### src/verilog/dcir_defines.svh
// Register offsets, field positions and reset values of the DMA completion interrupt block
`ifndef DCIR_DEFINES_SVH
`define DCIR_DEFINES_SVH

`define DCIR_TX_CONTROL      12'h000
`define DCIR_TX_MASKED       12'h004
`define DCIR_TX_RAW          12'h008
`define DCIR_TX_EN_SET       12'h00c
`define DCIR_TX_EN_CLEAR     12'h010
`define DCIR_RX_CONTROL      12'h014
`define DCIR_RX_MASKED       12'h018
`define DCIR_RX_RAW          12'h01c
`define DCIR_RX_EN_SET       12'h020
`define DCIR_RX_EN_CLEAR     12'h024
`define DCIR_IRQ_STATUS      12'h028
`define DCIR_IRQ_MASK        12'h02c
`define DCIR_RAW_CLEAR       12'h030

`define DCIR_ENGINE_ON_BIT   0
`define DCIR_EV_TX_BIT       0
`define DCIR_EV_RX_BIT       1
`define DCIR_RAW_CLR_RX_LSB  4
`define DCIR_CHANNELS        4
`define DCIR_ADDR_W          12
`define DCIR_ENABLE_RESET    4'h0
`define DCIR_MASK_RESET      2'h0

`endif

### src/verilog/dcir_pkg.sv
// Types of the DMA completion interrupt block
`default_nettype none
package dcir_pkg;
  typedef enum logic [1:0] {
    DCIR_HTRANS_IDLE   = 2'h0,
    DCIR_HTRANS_BUSY   = 2'h1,
    DCIR_HTRANS_NONSEQ = 2'h2,
    DCIR_HTRANS_SEQ    = 2'h3
  } dcir_htrans_t;
endpackage
`default_nettype wire

### src/verilog/dcir_regs.sv
// DMA completion status, enables and interrupts behind an AHB-Lite slave
//
// Overview of operation
// RULE_01: Tx clear write ones clear enables
// RULE_02: Rx control bit 0 gates engine
// RULE_03: Rx masked equals raw AND enables
// RULE_04: Rx raw holds per-channel done flags
// RULE_05: Rx set write ones set enables
// RULE_06: Rx clear write ones clear enables
// RULE_07: Rx enable bit pairs same channel
// RULE_08: Tx control bit 0 gates engine
// RULE_09: Tx raw holds per-channel done flags
// RULE_10: Tx masked equals raw AND enables
// RULE_11: Tx set write ones set enables
// RULE_12: Request raised while any masked bit
`timescale 1ns/1ns
`include "dcir_defines.svh"
`default_nettype none
module dcir_regs #(
  parameter int CH = `DCIR_CHANNELS
) (
  // Clock and reset
  input  wire logic          mclk,
  input  wire logic          nrst,
  // AHB-Lite slave
  input  wire logic          hsel,
  input  wire logic [31:0]   haddr,
  input  wire logic [1:0]    htrans,
  input  wire logic          hwrite,
  input  wire logic [2:0]    hsize,
  input  wire logic [31:0]   hwdata,
  input  wire logic          hready,
  output logic      [31:0]   hrdata,
  output logic               hreadyout,
  output logic               hresp,
  // Completion pulses from the DMA engines
  input  wire logic [CH-1:0] tx_done,
  input  wire logic [CH-1:0] rx_done,
  // Engine gates and requests
  output logic               tx_engine_on,
  output logic               rx_engine_on,
  output logic               tx_irq,
  output logic               rx_irq,
  output logic               irq
);

  ////////////////////////////////////////////////////////////////////////////
  // Bus address phase capture
  logic                     wr_pend;
  logic                     rd_pend;
  logic [`DCIR_ADDR_W-1:0]  addr_q;
  logic                     next_wr_pend;
  logic                     next_rd_pend;
  logic [`DCIR_ADDR_W-1:0]  next_addr_q;
  logic                     take;

  always_comb begin
    take         = hsel && hready && (htrans == 2'(dcir_pkg::DCIR_HTRANS_NONSEQ)
                   || htrans == 2'(dcir_pkg::DCIR_HTRANS_SEQ));
    next_wr_pend = take && hwrite;
    next_rd_pend = take && !hwrite;
    next_addr_q  = take ? haddr[`DCIR_ADDR_W-1:0] : addr_q;
  end

  always_ff @(posedge mclk or negedge nrst) begin
    if (!nrst) begin
      wr_pend <= 1'b0;
      rd_pend <= 1'b0;
      addr_q  <= '0;
    end else begin
      wr_pend <= next_wr_pend;
      rd_pend <= next_rd_pend;
      addr_q  <= next_addr_q;
    end
  end

  function automatic logic hit(input logic [`DCIR_ADDR_W-1:0] a,
                               input logic [`DCIR_ADDR_W-1:0] off);
    hit = (a == off);
  endfunction

  ////////////////////////////////////////////////////////////////////////////
  // Status, enables and controls
  logic [CH-1:0] tx_raw;
  logic [CH-1:0] rx_raw;
  logic [CH-1:0] tx_en;
  logic [CH-1:0] rx_en;
  logic [1:0]    ev_stat;
  logic [1:0]    ev_mask;
  logic [CH-1:0] next_tx_raw;
  logic [CH-1:0] next_rx_raw;
  logic [CH-1:0] next_tx_en;
  logic [CH-1:0] next_rx_en;
  logic [1:0]    next_ev_stat;
  logic [1:0]    next_ev_mask;
  logic          next_tx_on;
  logic          next_rx_on;
  logic          next_tx_irq;
  logic          next_rx_irq;
  logic          next_irq;
  logic [CH-1:0] tx_masked;
  logic [CH-1:0] rx_masked;
  logic [CH-1:0] wd;
  logic [1:0]    new_ev;

  always_comb begin
    wd          = hwdata[CH-1:0];
    next_tx_raw = tx_raw;
    next_rx_raw = rx_raw;
    next_tx_en  = tx_en;
    next_rx_en  = rx_en;
    next_ev_mask = ev_mask;
    next_tx_on  = tx_engine_on;
    next_rx_on  = rx_engine_on;
    if (wr_pend) begin
      // RULE_08: tx engine gate
      if (hit(addr_q, `DCIR_TX_CONTROL))
        next_tx_on = hwdata[`DCIR_ENGINE_ON_BIT];
      // RULE_02: rx engine gate
      if (hit(addr_q, `DCIR_RX_CONTROL))
        next_rx_on = hwdata[`DCIR_ENGINE_ON_BIT];
      // RULE_11: tx write-one set
      if (hit(addr_q, `DCIR_TX_EN_SET))
        next_tx_en = tx_en | wd;
      // RULE_01: tx write-one clear
      if (hit(addr_q, `DCIR_TX_EN_CLEAR))
        next_tx_en = tx_en & ~wd;
      // RULE_05: rx write-one set
      if (hit(addr_q, `DCIR_RX_EN_SET))
        next_rx_en = rx_en | wd;
      // RULE_06: rx write-one clear
      if (hit(addr_q, `DCIR_RX_EN_CLEAR))
        next_rx_en = rx_en & ~wd;
      if (hit(addr_q, `DCIR_IRQ_MASK))
        next_ev_mask = hwdata[1:0];
      if (hit(addr_q, `DCIR_RAW_CLEAR)) begin
        next_tx_raw = tx_raw & ~wd;
        next_rx_raw = rx_raw & ~hwdata[`DCIR_RAW_CLR_RX_LSB +: CH];
      end
    end
    // RULE_09: tx done sets flag, set wins
    next_tx_raw = next_tx_raw | tx_done;
    // RULE_04: rx done sets flag, set wins
    next_rx_raw = next_rx_raw | rx_done;
    // RULE_10: tx masked view
    tx_masked   = tx_raw & tx_en;
    // RULE_03: rx masked view, same channel
    // RULE_07: enable pairs with its channel
    rx_masked   = rx_raw & rx_en;
    new_ev      = {|(rx_done & rx_en), |(tx_done & tx_en)};
    // Event set wins over a clear in the same cycle
    next_ev_stat = ev_stat;
    if (wr_pend && hit(addr_q, `DCIR_IRQ_STATUS))
      next_ev_stat = ev_stat & ~hwdata[1:0];
    next_ev_stat = next_ev_stat | new_ev;
    // RULE_12: requests follow masked status
    next_tx_irq = |(next_tx_raw & next_tx_en);
    next_rx_irq = |(next_rx_raw & next_rx_en);
    next_irq    = |(next_ev_stat & next_ev_mask);
  end

  always_ff @(posedge mclk or negedge nrst) begin
    if (!nrst) begin
      tx_raw       <= '0;
      rx_raw       <= '0;
      tx_en        <= CH'(`DCIR_ENABLE_RESET);
      rx_en        <= CH'(`DCIR_ENABLE_RESET);
      ev_stat      <= 2'h0;
      ev_mask      <= `DCIR_MASK_RESET;
      tx_engine_on <= 1'b0;
      rx_engine_on <= 1'b0;
      tx_irq       <= 1'b0;
      rx_irq       <= 1'b0;
      irq          <= 1'b0;
    end else begin
      tx_raw       <= next_tx_raw;
      rx_raw       <= next_rx_raw;
      tx_en        <= next_tx_en;
      rx_en        <= next_rx_en;
      ev_stat      <= next_ev_stat;
      ev_mask      <= next_ev_mask;
      tx_engine_on <= next_tx_on;
      rx_engine_on <= next_rx_on;
      tx_irq       <= next_tx_irq;
      rx_irq       <= next_rx_irq;
      irq          <= next_irq;
    end
  end

  ////////////////////////////////////////////////////////////////////////////
  // Read data, registered for the data phase
  logic [31:0] next_hrdata;
  // Next-state view, so a read right behind a write sees it

  always_comb begin
    next_hrdata = 32'h0000_0000;
    if (take && !hwrite) begin
      case (haddr[`DCIR_ADDR_W-1:0])
        `DCIR_TX_CONTROL:  next_hrdata = {31'h0, next_tx_on};
        `DCIR_RX_CONTROL:  next_hrdata = {31'h0, next_rx_on};
        `DCIR_TX_MASKED:   next_hrdata = 32'(next_tx_raw & next_tx_en);
        `DCIR_RX_MASKED:   next_hrdata = 32'(next_rx_raw & next_rx_en);
        `DCIR_TX_RAW:      next_hrdata = 32'(next_tx_raw);
        `DCIR_RX_RAW:      next_hrdata = 32'(next_rx_raw);
        `DCIR_TX_EN_SET:   next_hrdata = 32'(next_tx_en);
        `DCIR_TX_EN_CLEAR: next_hrdata = 32'(next_tx_en);
        `DCIR_RX_EN_SET:   next_hrdata = 32'(next_rx_en);
        `DCIR_RX_EN_CLEAR: next_hrdata = 32'(next_rx_en);
        `DCIR_IRQ_STATUS:  next_hrdata = {30'h0, next_ev_stat};
        `DCIR_IRQ_MASK:    next_hrdata = {30'h0, next_ev_mask};
        default:           next_hrdata = 32'h0000_0000;
      endcase
    end
  end

  always_ff @(posedge mclk or negedge nrst) begin
    if (!nrst) begin
      hrdata    <= 32'h0000_0000;
      hreadyout <= 1'b1;
      hresp     <= 1'b0;
    end else begin
      hrdata    <= next_hrdata;
      hreadyout <= 1'b1;
      hresp     <= 1'b0;
    end
  end
endmodule
`default_nettype wire
### config.mk
export PLATFORM = sky130hd
export DESIGN_NAME = dcir_regs
export DESIGN_NICKNAME = d
export VERILOG_FILES = /design/src/verilog/dcir_pkg.sv /design/src/verilog/dcir_regs.sv
export VERILOG_INCLUDE_DIRS = /design/src /design/src/verilog
export SDC_FILE = /design/constraint.sdc
export NUM_CORES = 1
export LEC_CHECK = 0
export ABC_AREA = 1
export ABC_CLOCK_PERIOD_IN_PS = 2000
export BUFFER_PORTS_ARGS = -buffer_cell sky130_fd_sc_hd__buf_2
export CAP_MARGIN = 20
export CORE_MARGIN = 2
export CORE_UTILIZATION = 41
export DETAILED_ROUTE_END_ITERATION = 7
export PLACE_DENSITY = 0.7
export SKIP_LAST_GASP = 1
export SLEW_MARGIN = 20
export SYNTH_ARGS = -nofsm -noshare
export SYNTH_HDL_FRONTEND = slang
export SYNTH_SLANG_ARGS = --single-unit
### constraint.sdc
create_clock -name mclk -period 2 [get_ports mclk]
set_input_delay 0.2 -clock mclk [delete_from_list [all_inputs] [get_ports mclk]]
set_output_delay 0.2 -clock mclk [all_outputs]
set_load 0.02 [all_outputs]
==> out/results.ini <==
[outcome]
status=complete, no violations

[clocking]
clk_pin_slew_ns=0.08
clock-sinks=42
clk_latency_ns=0.30
cts_buffers=5
cts_resized=0
h-tree-depth=2
cts_tree=built
clock_path_buffers=2
cts-root-buf=clkbuf_8

[die]
rows=30
core_um2=6790
io-pin-count=121
fp.dieH_um=87.7
start_util_pct=42.3
dieWidth_um=87.7
dieArea_um2=7690

[critical_path]
criticalPathCategory=flip-flop to flip-flop
cp_max_fo=4
cp.required_ns=2.20
worstSetupStartpointType=flip-flop
cp_data_arrival_time_ns=1.96
end_kind=flip-flop

[routing]
drt_pass1_iterations=5
wl_um=6310
drt.antenna.violating_nets=0
num_vias=2415
drt_iter0_drc=112
routed_via_density=4.55
drc_errors=0
wl_per_cell_um=11.9

[yosys]
ys_seq_area_share_pct=36.6
synth_edf_count=0
synthCells=386
async_flop_share_pct=100
syn_area_um2=2870
ys_ff_latch=42
synth_compound_area_share_pct=5.88
synth.distinct_cells=34
ys_top_cells_by_area=dfrtp_1 37%, nand2_1 13%, buf_4 7.8%
ys.flop_type=dfrtp_1
synth_common_cells=96 x nand2_1, 56 x inv_1, 42 x dfrtp_1
yosysTopAreaCell=dfrtp_1
yosysMostFrequentCell=nand2_1
yosys.area_share.simple_pct=39.4
synthAdderAreaFrac_pct=0
synth_top_family_by_area=simple AND/OR/NAND/NOR gates
yosysTopAreaCellShare_pct=36.6
syn_area_per_cell_um2=7.44
synth_xor_area_share_pct=0
yosysWarnings=0
synth_mux_area_share_pct=0.784

[grt]
grt_start_max_net_pins=23
grt.overflow.total=0
grt_pass1_wl_um=10600
grt_pass1_vias=2299
grt_usage_pct=17.6
antenna_found_initial=0

[cells_and_area]
num_antenna_cells=0
final_cell_area_um2=3220
area_growth_pct=12.2
fin_nets=516
nFillCells=700
instances_no_fill=531
drive_gt1_share_pct=26.9

[power_and_ir_drop]
p_leak_nw=1.78
powerDensity_nw_per_um2=585
irDropWorstVdd_v=0.000297

[place]
post-place-ws_ns=0.260
dp_cells=522
numPortBuffers=42
dpl_cell_area_um2=3110
gp_congestion=0.963
place_hpwl_um=5260

[timing]
max_freq_mhz=567
setup_slack_ns=0.236
rsz0062_at_grt=no
holdWs_ns=0.114
fin_tns_setup_ns=0
setup_viol=0
fin_crit_ns=1.76
period_share_pct=88.2
hold_violations=0
skew_ns=0.00704
final_max_slew_viol_count=0

[run]
maxCapViolations=0

[min_path]
holdCritPathClass=input pin to flip-flop

[through the flow]
stage,util [%],power (mW)
floorplan,-,1.19
global placement,45.7,1.23
detailed placement,45.7,1.24
CTS,47.4,1.91
global route,47.4,1.98
finish,47.4,1.89
[where the power goes]
group / internal [mW] / switching [mW] / total, mW
clock network: 0.374 / 0.290 / 0.664
registers: 0.889 / 0.0417 / 0.931
logic: 0.0863 / 0.205 / 0.291
total: 1.35 / 0.537 / 1.89
[layout by cell type, fill, tap and decap left out, types with 2 or more instances in the layout]
cell | Yosys | final
dfrtp_1 | 42 | 42
nand4_1 | 7 | 7
mux2_2 | 2 | 2
buf_4 | 30 | 2
clkbuf_1 | 2 | 2
clkbuf_8 | 0 | 5
nor2_4 | 8 | 8
nor2_1 | 24 | 24
buf_2 | 1 | 42
inv_2 | 10 | 10
o21ai_0 | 6 | 6
conb_1 | 2 | 30
nand2_1 | 96 | 96
nand3_1 | 32 | 32
a21oi_2 | 2 | 2
nand2_4 | 3 | 3
nand2_2 | 13 | 13
nand3_2 | 10 | 10
inv_1 | 56 | 56
nand3b_1 | 3 | 3
nor2_8 | 2 | 2
o22ai_1 | 2 | 2
and2_1 | 3 | 3
o21ai_1 | 3 | 3
nor3_2 | 2 | 2
nor2_2 | 9 | 9
a21oi_1 | 7 | 7
o21ai_2 | 2 | 2
[final cells by class]
cell class / count / area, µm² / area share [%]
clock buffers: 7 / 76.3 / 2.37
clock inverters: 1 / 30.0 / 0.932
inverters: 67 / 254 / 7.88
multi-input cells: 272 / 1440 / 44.5
flip-flops and latches: 42 / 1050 / 32.6
well taps: 96 / 120 / 3.73
repair buffers: 46 / 255 / 7.92
[path summary, 6_finish.rpt]
path	from	endpoint	slack, ns	cells after the start
hold reg to reg	tx_raw[2]$_DFF_PN0_	tx_raw[2]$_DFF_PN0_	0.50	2
setup / recovery	addr_q[0]$_DFFE_PN0P_	hrdata[0]$_DFF_PN0_	0.24	12
max in group asynchronous	nrst	tx_en[2]$_DFF_PN0_	1.12	3
setup reg to reg	addr_q[0]$_DFFE_PN0P_	hrdata[0]$_DFF_PN0_	0.24	12
min in group asynchronous	nrst	irq$_DFF_PN0_	0.40	2
hold / removal	hwrite	wr_pend$_DFF_PN0_	0.11	3
[sequential cells by signal (all words and copies together) (netlist names), 2 cells and up]
name     cells
tx_raw       4
ev_mask      2
ev_stat      2
tx_en        4
rx_raw       4
hrdata       4
rx_en        4
addr_q      12
[worst max-delay path: stages (launching register included)]
cell     delay [ns]
dfrtp_1        0.40
inv_2          0.07
nand2_2        0.11
nor3_1         0.37
nand3_2        0.12
nand2_1        0.09
nand2_2        0.07
nand2_1        0.07
nand2_1        0.05
nor2_2         0.12
nand3_2        0.09
nand2_1        0.06
inv_1          0.03
[what timing repair did]
item | 4_1_cts | 5_1_grt
endpoints found under the hold margin | 20 | 0
buffers inserted | 0 | 0
hold buffers | 1 | 0
[cells by family after synthesis]
family	after synthesis
compound gates	26
buf+inv	100
flops	42
mux	2
other cells	2
simple gates	214
[metal layers]
| layer | part of all wire, % | up-vias | global-route usage (%) |
|---|---|---|---|
| li1 | - | 1235 | - |
| met1 | 45 | 1103 | 22.9 |
| met4 | 1.6 | 0 | 5.45 |
| met5 | 0 | - | 0 |
| met3 | 5.9 | 8 | 3.11 |
| met2 | 48 | 69 | 29.9 |
No activity file was read; power rests on OpenSTA's default activity.
